===== src/hw/twa_map.vh =====
// Address map, field positions, reset values and counts of the thermal window alert block.
`ifndef TWA_MAP_VH
`define TWA_MAP_VH

// ----------------------------------------------------------------------------
// Register byte offsets
// ----------------------------------------------------------------------------
`define TWA_OFF_TEMP    8'h00
`define TWA_OFF_CONFIG  8'h04
`define TWA_OFF_HYST    8'h08
`define TWA_OFF_CRIT    8'h0C
`define TWA_OFF_LOW     8'h10
`define TWA_OFF_HIGH    8'h14
`define TWA_OFF_STATUS  8'h18
`define TWA_OFF_MASK    8'h1C

// ----------------------------------------------------------------------------
// Configuration fields
// ----------------------------------------------------------------------------
`define TWA_CFG_SHUTDOWN  0
`define TWA_CFG_EVENT     1
`define TWA_CFG_CRIT_POL  2
`define TWA_CFG_ALERT_POL 3
`define TWA_CFG_QUEUE     4
`define TWA_CFG_WIDTH     5
`define TWA_CFG_RESET     5'h00

// ----------------------------------------------------------------------------
// Temperature word: 13-bit two's complement, 0.0625 degC per count
// ----------------------------------------------------------------------------
`define TWA_TEMP_WIDTH    13
`define TWA_TEMP_LSB      3
`define TWA_HYST_RESET    13'h0020
`define TWA_LOW_RESET     13'h00A0
`define TWA_HIGH_RESET    13'h0400
`define TWA_CRIT_RESET    13'h0590

// ----------------------------------------------------------------------------
// Interrupt status and mask bits
// ----------------------------------------------------------------------------
`define TWA_IRQ_HIGH      0
`define TWA_IRQ_LOW       1
`define TWA_IRQ_CRIT      2
`define TWA_IRQ_RETURN    3
`define TWA_IRQ_WIDTH     4
`define TWA_MASK_RESET    4'h0

// ----------------------------------------------------------------------------
// Fault queue
// ----------------------------------------------------------------------------
`define TWA_QUEUE_DEPTH   3'h4
`define TWA_QUEUE_WIDTH   3

`endif


===== src/hw/twa_alert_top.v =====
// Thermal window alert logic with APB registers, fault queues and interrupt.
//
// Decided for this implementation: the APB slave port and the address map.
`timescale 1ns/10ps
`default_nettype none
`include "twa_map.vh"

module twa_alert_top (
    input  wire        mclk,
    input  wire        rst_b,
    // APB slave
    input  wire        psel,
    input  wire        penable,
    input  wire        pwrite,
    input  wire [7:0]  paddr,
    input  wire [31:0] pwdata,
    output reg  [31:0] prdata,
    output reg         pready,
    output reg         pslverr,
    // Conversion results from the converter on the same clock
    input  wire [12:0] temp_data,
    input  wire        temp_valid,
    // Open-drain window alert pin
    output reg         alert_out,
    output reg         alert_oe,
    // Open-drain critical alarm pin
    output reg         critical_alarm_out,
    output reg         critical_alarm_oe,
    // Interrupt
    output reg         irq
);

    // ------------------------------------------------------------------------
    // Register state
    // ------------------------------------------------------------------------
    reg [`TWA_CFG_WIDTH-1:0]  config_reg;
    reg [`TWA_TEMP_WIDTH-1:0] hysteresis_amount_reg;
    reg [`TWA_TEMP_WIDTH-1:0] critical_limit_reg;
    reg [`TWA_TEMP_WIDTH-1:0] low_limit_reg;
    reg [`TWA_TEMP_WIDTH-1:0] high_limit_reg;
    reg [`TWA_TEMP_WIDTH-1:0] temp_reg;
    reg [`TWA_IRQ_WIDTH-1:0]  status_reg;
    reg [`TWA_IRQ_WIDTH-1:0]  status_next;
    reg [`TWA_IRQ_WIDTH-1:0]  mask_reg;
    reg                       high_flag_reg;
    reg                       high_flag_next;
    reg                       low_flag_reg;
    reg                       low_flag_next;
    reg                       crit_flag_reg;
    reg                       crit_flag_next;
    reg                       event_alert_reg;
    reg                       event_alert_next;

    wire shutdown   = config_reg[`TWA_CFG_SHUTDOWN];
    wire event_mode = config_reg[`TWA_CFG_EVENT];
    wire queue_en   = config_reg[`TWA_CFG_QUEUE];

    // ------------------------------------------------------------------------
    // APB decode
    // ------------------------------------------------------------------------
    wire setup_phase  = psel & ~penable;
    wire access_phase = psel & penable;
    wire wr_access    = access_phase & pwrite;
    wire rd_access    = access_phase & ~pwrite;

    function addr_mapped;
        input [7:0] addr;
        begin
            if (addr == `TWA_OFF_TEMP || addr == `TWA_OFF_CONFIG) begin
                addr_mapped = 1'b1;
            end else if (addr == `TWA_OFF_HYST || addr == `TWA_OFF_CRIT) begin
                addr_mapped = 1'b1;
            end else if (addr == `TWA_OFF_LOW || addr == `TWA_OFF_HIGH) begin
                addr_mapped = 1'b1;
            end else if (addr == `TWA_OFF_STATUS || addr == `TWA_OFF_MASK) begin
                addr_mapped = 1'b1;
            end else begin
                addr_mapped = 1'b0;
            end
        end
    endfunction

    function [31:0] limit_word;
        input [`TWA_TEMP_WIDTH-1:0] value;
        begin
            limit_word = {16'h0000, value, 3'h0};
        end
    endfunction

    reg [31:0] rdata_next;

    always @* begin
        if (paddr == `TWA_OFF_TEMP) begin
            rdata_next = {16'h0000, temp_reg, crit_flag_reg, high_flag_reg, low_flag_reg};
        end else if (paddr == `TWA_OFF_CONFIG) begin
            rdata_next = {27'h0000000, config_reg};
        end else if (paddr == `TWA_OFF_HYST) begin
            rdata_next = limit_word(hysteresis_amount_reg);
        end else if (paddr == `TWA_OFF_CRIT) begin
            rdata_next = limit_word(critical_limit_reg);
        end else if (paddr == `TWA_OFF_LOW) begin
            rdata_next = limit_word(low_limit_reg);
        end else if (paddr == `TWA_OFF_HIGH) begin
            rdata_next = limit_word(high_limit_reg);
        end else if (paddr == `TWA_OFF_STATUS) begin
            rdata_next = {28'h0000000, status_reg};
        end else if (paddr == `TWA_OFF_MASK) begin
            rdata_next = {28'h0000000, mask_reg};
        end else begin
            rdata_next = 32'h00000000;
        end
    end

    // Read data is captured in the setup cycle so the zero-wait access phase sees it stable.
    always @(posedge mclk or negedge rst_b) begin
        if (!rst_b) begin
            prdata  <= 32'h00000000;
            pready  <= 1'b0;
            pslverr <= 1'b0;
        end else begin
            pready <= 1'b1;
            if (setup_phase) begin
                prdata  <= rdata_next;
                pslverr <= ~addr_mapped(paddr);
            end
        end
    end

    // Limit and configuration writes; unmapped or read-only targets are ignored.
    always @(posedge mclk or negedge rst_b) begin
        if (!rst_b) begin
            config_reg            <= `TWA_CFG_RESET;
            hysteresis_amount_reg <= `TWA_HYST_RESET;
            critical_limit_reg    <= `TWA_CRIT_RESET;
            low_limit_reg         <= `TWA_LOW_RESET;
            high_limit_reg        <= `TWA_HIGH_RESET;
            mask_reg              <= `TWA_MASK_RESET;
        end else if (wr_access) begin
            if (paddr == `TWA_OFF_CONFIG) begin
                config_reg <= pwdata[`TWA_CFG_WIDTH-1:0];
            end else if (paddr == `TWA_OFF_HYST) begin
                hysteresis_amount_reg <= pwdata[15:`TWA_TEMP_LSB];
            end else if (paddr == `TWA_OFF_CRIT) begin
                critical_limit_reg <= pwdata[15:`TWA_TEMP_LSB];
            end else if (paddr == `TWA_OFF_LOW) begin
                low_limit_reg <= pwdata[15:`TWA_TEMP_LSB];
            end else if (paddr == `TWA_OFF_HIGH) begin
                high_limit_reg <= pwdata[15:`TWA_TEMP_LSB];
            end else if (paddr == `TWA_OFF_MASK) begin
                mask_reg <= pwdata[`TWA_IRQ_WIDTH-1:0];
            end
        end
    end

    // ------------------------------------------------------------------------
    // Limit comparison
    // ------------------------------------------------------------------------
    // One bit of headroom keeps limit plus or minus hysteresis from wrapping.
    wire signed [13:0] temp_s    = {temp_data[12], temp_data};
    wire signed [13:0] high_s    = {high_limit_reg[12], high_limit_reg};
    wire signed [13:0] low_s     = {low_limit_reg[12], low_limit_reg};
    wire signed [13:0] crit_s    = {critical_limit_reg[12], critical_limit_reg};
    wire signed [13:0] hyst_s    = {hysteresis_amount_reg[12], hysteresis_amount_reg};
    wire signed [13:0] high_rel  = high_s - hyst_s;
    wire signed [13:0] low_rel   = low_s + hyst_s;
    wire signed [13:0] crit_rel  = crit_s - hyst_s;

    wire sample = temp_valid & ~shutdown;
    wire [2:0] fault_vec = {temp_s > crit_s, temp_s < low_s, temp_s > high_s};
    wire [2:0] qual_vec;

    genvar gi;
    generate
        for (gi = 0; gi < 3; gi = gi + 1) begin : g_queue
            twa_fault_queue u_queue (
                .mclk      (mclk),
                .rst_b     (rst_b),
                .sample    (sample),
                .fault     (fault_vec[gi]),
                .queue_en  (queue_en),
                .clear     (shutdown),
                .qualified (qual_vec[gi])
            );
        end
    endgenerate

    // ------------------------------------------------------------------------
    // Limit flags
    // ------------------------------------------------------------------------
    always @* begin
        high_flag_next = high_flag_reg;
        low_flag_next  = low_flag_reg;
        crit_flag_next = crit_flag_reg;
        if (shutdown) begin
            high_flag_next = 1'b0;
            low_flag_next  = 1'b0;
            crit_flag_next = 1'b0;
        end else if (sample) begin
            if (qual_vec[0]) begin
                high_flag_next = 1'b1;
            end else if (temp_s < high_rel) begin
                high_flag_next = 1'b0;
            end
            if (qual_vec[1]) begin
                low_flag_next = 1'b1;
            end else if (temp_s > low_rel) begin
                low_flag_next = 1'b0;
            end
            if (qual_vec[2]) begin
                crit_flag_next = 1'b1;
            end else if (temp_s < crit_rel) begin
                crit_flag_next = 1'b0;
            end
        end
    end

    wire window_rise   = (high_flag_next & ~high_flag_reg) | (low_flag_next & ~low_flag_reg);
    // Shutdown wipes the flags, which is not a return into the window and must not raise that status bit.
    wire window_return = ~shutdown & (high_flag_reg | low_flag_reg) & ~(high_flag_next | low_flag_next);

    // ------------------------------------------------------------------------
    // Event style latch
    // ------------------------------------------------------------------------
    always @* begin
        event_alert_next = event_alert_reg;
        if (shutdown || !event_mode) begin
            event_alert_next = 1'b0;
        end else if (window_rise || window_return) begin
            event_alert_next = 1'b1;
        end else if (rd_access) begin
            event_alert_next = 1'b0;
        end
    end

    // ------------------------------------------------------------------------
    // Interrupt status, write one to clear
    // ------------------------------------------------------------------------
    always @* begin
        status_next = status_reg;
        if (wr_access && paddr == `TWA_OFF_STATUS) begin
            status_next = status_reg & ~pwdata[`TWA_IRQ_WIDTH-1:0];
        end
        // A crossing in the same cycle as its clear is kept.
        if (high_flag_next & ~high_flag_reg) begin
            status_next[`TWA_IRQ_HIGH] = 1'b1;
        end
        if (low_flag_next & ~low_flag_reg) begin
            status_next[`TWA_IRQ_LOW] = 1'b1;
        end
        if (crit_flag_next & ~crit_flag_reg) begin
            status_next[`TWA_IRQ_CRIT] = 1'b1;
        end
        if (window_return) begin
            status_next[`TWA_IRQ_RETURN] = 1'b1;
        end
    end

    // ------------------------------------------------------------------------
    // Pin drive
    // ------------------------------------------------------------------------
    // style bit selects comparator or event
    wire alert_active = event_mode ? event_alert_next : (high_flag_next | low_flag_next);

    wire alert_level = alert_active & ~shutdown;
    wire crit_level  = crit_flag_next & ~shutdown;

    // Active low drives the pin when active; active high drives it low when idle.
    always @(posedge mclk or negedge rst_b) begin
        if (!rst_b) begin
            high_flag_reg      <= 1'b0;
            low_flag_reg       <= 1'b0;
            crit_flag_reg      <= 1'b0;
            event_alert_reg    <= 1'b0;
            status_reg         <= {`TWA_IRQ_WIDTH{1'b0}};
            temp_reg           <= {`TWA_TEMP_WIDTH{1'b0}};
            alert_out          <= 1'b0;
            alert_oe           <= 1'b0;
            critical_alarm_out <= 1'b0;
            critical_alarm_oe  <= 1'b0;
            irq                <= 1'b0;
        end else begin
            high_flag_reg      <= high_flag_next;
            low_flag_reg       <= low_flag_next;
            crit_flag_reg      <= crit_flag_next;
            event_alert_reg    <= event_alert_next;
            status_reg         <= status_next;
            if (sample) begin
                temp_reg <= temp_data;
            end
            alert_out          <= 1'b0;
            alert_oe           <= alert_level ^ config_reg[`TWA_CFG_ALERT_POL];
            critical_alarm_out <= 1'b0;
            critical_alarm_oe  <= crit_level ^ config_reg[`TWA_CFG_CRIT_POL];
            irq                <= |(status_next & mask_reg);
        end
    end

endmodule
`default_nettype wire


===== src/hw/twa_fault_queue.v =====
// Consecutive fault counter that qualifies one out-of-limit condition.
`timescale 1ns/10ps
`default_nettype none
`include "twa_map.vh"

module twa_fault_queue (
    input  wire mclk,
    input  wire rst_b,
    input  wire sample,
    input  wire fault,
    input  wire queue_en,
    input  wire clear,
    output wire qualified
);

    reg [`TWA_QUEUE_WIDTH-1:0] count_reg;
    reg [`TWA_QUEUE_WIDTH-1:0] count_next;

    assign qualified = sample & fault &
                       (~queue_en | (count_reg == (`TWA_QUEUE_DEPTH - 3'h1)));

    // A clean sample breaks the run; the count saturates so a long fault keeps qualifying.
    always @* begin
        count_next = count_reg;
        if (clear) begin
            count_next = {`TWA_QUEUE_WIDTH{1'b0}};
        end else if (sample) begin
            if (!fault) begin
                count_next = {`TWA_QUEUE_WIDTH{1'b0}};
            end else if (count_reg != (`TWA_QUEUE_DEPTH - 3'h1)) begin
                count_next = count_reg + 3'h1;
            end
        end
    end

    always @(posedge mclk or negedge rst_b) begin
        if (!rst_b) begin
            count_reg <= {`TWA_QUEUE_WIDTH{1'b0}};
        end else begin
            count_reg <= count_next;
        end
    end

endmodule
`default_nettype wire


===== config.mk =====
export PLATFORM = sky130hd
export DESIGN_NAME = twa_alert_top
export DESIGN_NICKNAME = d
export VERILOG_FILES = /design/src/hw/twa_alert_top.v /design/src/hw/twa_fault_queue.v
export VERILOG_INCLUDE_DIRS = /design/src /design/src/hw
export SDC_FILE = /design/constraint.sdc
export NUM_CORES = 1
export LEC_CHECK = 0
export ABC_AREA = 1
export BUFFER_PORTS_ARGS = -buffer_cell sky130_fd_sc_hd__buf_2
export CAP_MARGIN = 40
export CORE_MARGIN = 2
export CORE_UTILIZATION = 54
export CTS_CLUSTER_SIZE = 10
export DETAILED_ROUTE_END_ITERATION = 16
export HOLD_SLACK_MARGIN = 0.05
export PLACE_DENSITY = 0.75
export SYNTH_ARGS = -nofsm -noshare
export SYNTH_HDL_FRONTEND = slang
export SYNTH_SLANG_ARGS = --single-unit
export TNS_END_PERCENT = 30

===== constraint.sdc =====
create_clock -name mclk -period 3.7 [get_ports mclk]
set_clock_uncertainty 0.15 [all_clocks]
set_input_delay 0.74 -clock mclk [delete_from_list [all_inputs] [get_ports mclk]]
set_output_delay 0.74 -clock mclk [all_outputs]
set_load 0.05 [all_outputs]

== After elaboration in Yosys (flattened, before gate mapping) ==
Index checks and enable logic that the tools add are counted.

* Reductions and logical operators: 20
* Bitwise operators: 43
* Magnitude comparators: 6
* Eq/ne operators: 16
* $add $sub $neg: 6
* Multiplexer cells: 46

{| class="wikitable"
|+ Operators by type and width
! kind !! count
|-
| $mux W16 || 6
|-
| $mux W3 || 12
|-
| $eq A8 B5 Y1 const B || 4
|-
| $lt A13 B14 Y1 || 2
|-
| $sub A13 B13 Y14 || 2
|-
| $gt A13 B13 Y1 || 2
|-
| $mux W1 || 25
|-
| $and A1 B1 Y1 || 18
|-
| $eq A8 B4 Y1 const B || 2
|-
| $add A13 B13 Y14 || 1
|-
| $gt A13 B14 Y1 || 1
|-
| $not A1 Y1 || 14
|-
| $lt A13 B13 Y1 || 1
|-
| $mux W4 || 3
|-
| $add A3 B1 Y3 const B || 3
|-
| $eq A3 B2 Y1 const B || 3
|-
| $ne A3 B2 Y1 const B || 3
|-
| $ne A3 B3 Y1 const B || 3
|-
| $and A4 B4 Y4 || 2
|-
| $eq A8 B3 Y1 const B || 1
|-
| $logic_not A8 Y1 || 1
|-
| $reduce_and A2 Y1 || 4
|-
| $reduce_and A7 Y1 || 1
|-
| $logic_or A1 B1 Y1 || 6
|-
| 11 further kinds || 17
|}

* Bits of input ports: 59
* Register bits: 128

== Depth between registers and ports, before layout ==
* Word-level depth: 16
* Mapped depth: 34
* Gate-level depth less buffers: 34

== Hierarchy ==
From an unflattened synthesis, not the netlist that was laid out.

* Cell total of the unflattened synthesis: 1150
* Area total of the unflattened synthesis: 8932.3 um2

{| class="wikitable"
|+ Modules (own cells, without submodules)
! module !! cells each !! area each (um2) !! instances
|-
| twa_alert_top || 1066 || 8331.7 || 1
|-
| twa_fault_queue || 28 || 200.2 || 3
|}

== Worst setup path before layout ==
No wires, ideal clock.

* Path type: register -> register
* Start point: register high_limit_reg[0]
* End point: register alert_oe
* Slack: 213 ps
* Path buffers: 0
* Clock period less this slack: 3487 ps
* Data arrival time: 3220 ps
* Cell stages (with the launch flop): 34
* Setup time: 117 ps
* Cells stage by stage: dfrtp_1 > inv_1 > ha_1 > inv_1 > fa_1 > nand3_1 > nand2_1 > nand2_1 > o211ai_1 > nand2_1 > nand2_1 > nand2_1 > nand2_1 > a21oi_1 > nor2_1 > nor2_1 > xor2_1 > ha_1 > nand2_1 > inv_1 > nand2_1 > nand2_1 > a21oi_1 > nand2_1 > nand2_1 > nand3_1 > nand2_1 > nand2_1 > nor2_1 > nand2_1 > nand2_1 > nand2_1 > nand3_1 > nand2_1

* Cells in the longest elaborated chain, start to end: 15
* Elaborated cells between the ends (all ways): 20
* Those cells by class: add/sub: 1; order compare: 2; mux: 7; bitwise: 9; reduce/logical: 1

{| class="wikitable"
|+ RTL lines
! item !! RTL line !! text
|-
| start, declared || twa_alert_top.v:40 || <nowiki>reg [`TWA_TEMP_WIDTH-1:0] high_limit_reg;</nowiki>
|-
| start signal, assigned || twa_alert_top.v:136 || <nowiki>high_limit_reg <= `TWA_HIGH_RESET;</nowiki>
|-
| start signal, assigned || twa_alert_top.v:148 || <nowiki>high_limit_reg <= pwdata[15:`TWA_TEMP_LSB];</nowiki>
|-
| $sub A13 B13 Y14 or $gt A13 B13 Y1 (tied branches) || twa_alert_top.v:164, twa_alert_top.v:169 ||
|-
| $lt A13 B14 Y1 or $and A1 B1 Y1 (tied branches) || twa_alert_top.v:201, twa_fault_queue.v:19 ||
|-
| $mux W1 or $and A1 B1 Y1 (tied branches) || twa_alert_top.v:201, twa_fault_queue.v:19 ||
|-
| $mux W1 * || twa_alert_top.v:199 || <nowiki>if (qual_vec[0]) begin</nowiki>
|-
| $mux W1 * || twa_alert_top.v:198 || <nowiki>end else if (sample) begin</nowiki>
|-
| $mux W1 * || twa_alert_top.v:194 || <nowiki>if (shutdown) begin</nowiki>
|-
| net high_flag_next || twa_alert_top.v:46 || <nowiki>reg high_flag_next;</nowiki>
|-
| $or A1 B1 Y1 || twa_alert_top.v:219, twa_alert_top.v:262 ||
|-
| $not A1 Y1 || twa_alert_top.v:219 || <nowiki>wire window_return = ~shutdown & (high_flag_reg | low_flag_reg) & ~(high_flag_next | low_flag_next);</nowiki>
|-
| $and A1 B1 Y1 || twa_alert_top.v:219 ||
|-
| $logic_or A1 B1 Y1 || twa_alert_top.v:228 || <nowiki>end else if (window_rise || window_return) begin</nowiki>
|-
| $mux W1 || twa_alert_top.v:228 ||
|-
| $mux W1 || twa_alert_top.v:226 || <nowiki>if (shutdown || !event_mode) begin</nowiki>
|-
| $mux W1 * || twa_alert_top.v:262 || <nowiki>wire alert_active = event_mode ? event_alert_next : (high_flag_next | low_flag_next);</nowiki>
|-
| $and A1 B1 Y1 * || twa_alert_top.v:264 || <nowiki>wire alert_level = alert_active & ~shutdown;</nowiki>
|-
| $xor A1 B1 Y1 * || twa_alert_top.v:291 || <nowiki>alert_oe <= alert_level ^ config_reg[`TWA_CFG_ALERT_POL];</nowiki>
|-
| end signal, assigned || twa_alert_top.v:291 ||
|-
| end, declared || twa_alert_top.v:25 || <nowiki>output reg alert_oe,</nowiki>
|}

The timed path passes the listed nets; every way through them passes the cells marked *.
A chain may end at the register's enable or synchronous reset.

== Worst setup path in the final report ==
* Start point: register hysteresis_amount_reg[0]
* End point: register alert_oe

* Cells in the longest elaborated chain, start to end: 15
* Elaborated cells between the ends (all ways): 24
* Those cells by class: add/sub: 2; order compare: 2; mux: 11; bitwise: 8; reduce/logical: 1

{| class="wikitable"
|+ RTL lines
! item !! RTL line !! text
|-
| start, declared || twa_alert_top.v:37 || <nowiki>reg [`TWA_TEMP_WIDTH-1:0] hysteresis_amount_reg;</nowiki>
|-
| start signal, assigned || twa_alert_top.v:133 || <nowiki>hysteresis_amount_reg <= `TWA_HYST_RESET;</nowiki>
|-
| start signal, assigned || twa_alert_top.v:142 || <nowiki>hysteresis_amount_reg <= pwdata[15:`TWA_TEMP_LSB];</nowiki>
|-
| $sub A13 B13 Y14 * || twa_alert_top.v:164 || <nowiki>wire signed [13:0] high_rel = high_s - hyst_s;</nowiki>
|-
| $lt A13 B14 Y1 * || twa_alert_top.v:201 || <nowiki>end else if (temp_s < high_rel) begin</nowiki>
|-
| $mux W1 * || twa_alert_top.v:201 ||
|-
| $mux W1 * || twa_alert_top.v:199 ||
|-
| $mux W1 * || twa_alert_top.v:198 ||
|-
| $mux W1 * || twa_alert_top.v:194 ||
|-
| net high_flag_next || twa_alert_top.v:46 ||
|-
| $or A1 B1 Y1 || twa_alert_top.v:219, twa_alert_top.v:262 ||
|-
| $not A1 Y1 || twa_alert_top.v:219 ||
|-
| $and A1 B1 Y1 || twa_alert_top.v:219 ||
|-
| $logic_or A1 B1 Y1 || twa_alert_top.v:228 ||
|-
| $mux W1 || twa_alert_top.v:228 ||
|-
| $mux W1 || twa_alert_top.v:226 ||
|-
| $mux W1 * || twa_alert_top.v:262 ||
|-
| $and A1 B1 Y1 * || twa_alert_top.v:264 ||
|-
| $xor A1 B1 Y1 * || twa_alert_top.v:291 ||
|}

Marks and branches as above.

==> impl_results.md <==
- Final Critical Period: 3.982 ns
- Antenna fix cells: 0
- Detailed Route WL: 23.99 mm
- PortBufs: between 60 and 70
- Initial Util: 55.15%
- Via Count: about 8300
- Crit path kind: reg -> reg
- Via/cell ratio: 5.422
- Yosys reg bits: ~110
- RSZ-0062 raised after global routing: true
- Seq/Total Area, Yosys: between 30% and 40%
- Synthesized area: a little under 9000 um2
- Final period utilization: 107.6%
- H-tree depth: 3
- Proportion of layout cells with a drive suffix above 1: approximately 18%
- Initial drt markers: slightly above 700
- Layout area overhead: 18.32%
- Num CTS Buffers: 9
- F_max: between 0.2 and 0.3 GHz
- Crit path largest cell delay: 0.39 ns
- Hold slack: roughly 0.23 ns
- Number of distinct library cells after synthesis: 47
- Yosys top cell by area: dfrtp_1
- Critical Path End Type: flop
- Post-DP Area: between 9000 and 10000 um2
- # Max-Cap Violations: 0
- Commonest cells post-synth: nand2_1, inv_1, ha_1
- Largest Register: prdata
- Ys flop type: dfrtp_1
- Final core occ: around 65%
- Ys async rst share: 100.0%
- Gr usage total: approximately 28%
- Setup WS post-layout: -0.2815 ns
- Root buf cell: clkbuf_16
- Slew Viols, Final: 0
- Area contributors post-synth: dfrtp_1, ha_1, nand2_1, inv_1, o21ai_0
- Syn Area/Cell: about 7.5 um2
- Most common cell in the netlist: nand2_1
- Die area: ~17000 um2
- Global-route met2 utilization: between 40% and 50%
- Core Box Area: 15830 um2
- P_leak: about 5.2 nW
- Syn Inst Count: 1161
- Met3 GRT Util: under 10%
- Initial antenna violation count: 0
- Worst setup SP type: flop
- Total gr overflow: 0
- CTS Sinks: around 110
- Number of global-route vias before repair: just under 8000
- Io pins: just under 100
- Largest register FFs: 16
- Critical Path Most Common Cell: nand2_1
- Hold buffer count at CTS: 0
- Met1 Use GR: 39.35%
- Worst slack, placed: -0.3813 ns
- Worst-Skew Late Latency: approximately 0.37 ns
- Synth warn: 0
- Die width: between 100 and 150 um
- Final setup fails: 6
- DRT Pass-1 Iters: 6
- Crit path max-delay cell type: fa_2
- Pwr per Cell Area: 322.5 nW/um2
- CTS tree: built
- Num rows: 46
- Detail Route Antenna Nets: 0
- Fin. Hold Viols: 0
- Clk slew on worst S/H paths: ~0.09 ns
- Die Y: about 130 um
- Run status: finished with violations
- First-pass GRT wire length: roughly 39 mm
- Worst hold path type: in -> async
- Worst path arrival time: roughly 4.1 ns
- Crit-path max FO: 3
- Post-synth EDFFs: 0
- Placer Congestion: 0.9375
- Overall power: about 0.0033 W
- Share of the synthesized area in the top cell type: 29.81%
- Top Usage Layer GRT: met2
- Max VDD drop: 0.0002245 V
- Req. time, crit path: between 3 and 4 ns
- Drt wl/cell: 15.73 um
- Final #Nets: about 1500
- Detailed placement HPWL: 18.94 mm
- Max Buffers Root-to-Sink: 2
- Largest net degree at the start of global routing: 48
- Drt drc: 0
- Worst slew pin tran: roughly 0.87 ns
- Failing checks: setup timing
- Slew HR: between 40% and 50%
- Post-route cell area: a little over 10000 um2
==> logic make-up (layout without fill, tap and decap cells) <==
family / after synthesis / after routing / synth area share, %
and+or+nand+nor: 427 / 427 / 20.25
AOI/OAI and AO/OA: 258 / 258 / 15.98
buffers and inverters: 204 / 335 / 9.933
adders and majority gates: 126 / 126 / 18.32
DFF: 112 / 112 / 32.22
xor gates and xnor gates: 32 / 32 / 3.211
other: 2 / 19 / 0.08603
==> cell type report <==
| type | instances | area, um2 |
|---|---|---|
| fill | 1388 | 5499 |
| multi-input combinational | 862 | 5305 |
| sequential | 112 | 2813 |
| timing repair buffer | 151 | 998.5 |
| inverter | 168 | 630.6 |
| tap | 216 | 270.3 |
| clock buffer | 9 | 225.2 |
| clock inverter | 7 | 86.33 |
==> cell usage in the layout (no fill, tap or decap), drive strengths merged, types with 2 or more instances in the layout <==
master and count:
nand2 295, inv 170, buf 151, ha 123
o21ai 119, dfrtp 104, a21oi 98, nor2 69
nand3 41, xor2 19, conb 19, o211ai 13
xnor2 13, nor3 11, clkbuf 9, dfstp 8
o22ai 7, nand4 6, a221oi 4, clkinv 4
a22oi 3, a21o 3, a31oi 3, fa 3
o21bai 2, o221ai 2
==> power breakdown <==
part	internal [W]	switching (W)	leakage (nW)	total (W)
registers	0.00131	0.0000510	1.44	0.00136
clock network	0.000539	0.000500	0.154	0.00104
logic	0.000335	0.000600	3.62	0.000935
total	0.00218	0.00115	5.21	0.00333
==> metrics by stage <==
step	cells	setup TNS, ns
finish	1525	-1.071
detailed placement	1499	-1.269
floorplan	1178	0
global route	1525	-2.834
CTS	1521	-0.3939
global placement	1499	-0.9969
==> worst max-delay path, delay by kind of cell (launching register included) <==
family | cells | cell delay (ns)
AND/OR/NAND/NOR | 23 | 1.79
adder cells (fa/ha/maj) | 3 | 0.81
flip-flops | 1 | 0.37
AO/OA/AOI/OAI | 3 | 0.37
buffers and inverters | 3 | 0.19
XOR/XNOR | 1 | 0.17
==> path summary, 6_finish.rpt <==
path / slack, ns / cells past startpoint / to / startpoint
worst max-delay path: -0.28 / 33 / alert_oe$_DFF_PN0_ / hysteresis_amount_reg[0]$_DFFE_PN0P_
worst min-delay path: 0.23 / 1 / prdata[12]$_DFFE_PN0P_ / rst_b
worst max register to register: -0.28 / 33 / alert_oe$_DFF_PN0_ / hysteresis_amount_reg[0]$_DFFE_PN0P_
worst min register to register: 0.33 / 2 / temp_reg[3]$_DFFE_PN0P_ / temp_reg[3]$_DFFE_PN0P_
max in group asynchronous: 2.41 / 2 / prdata[0]$_DFFE_PN0P_ / rst_b
min in group mclk: 0.33 / 2 / temp_reg[3]$_DFFE_PN0P_ / temp_reg[3]$_DFFE_PN0P_
==> routing by layer <==
metal	up-vias	share of wire, %	wire (um)
met5	-	0	0
met4	0	3.2	766
met3	52	6.4	1541
met2	296	45	10740
met1	3839	46	10940
li1	4081	-	-
==> repair_timing <==
action                     in CTS  in global routing
hold endpoints to repair        0                  0
gates resized for setup        29                 24
setup buffers                   6                  4
setup endpoints to repair       6                  9
pin swaps                      23                 28
Power figures use the tool's default switching activity.
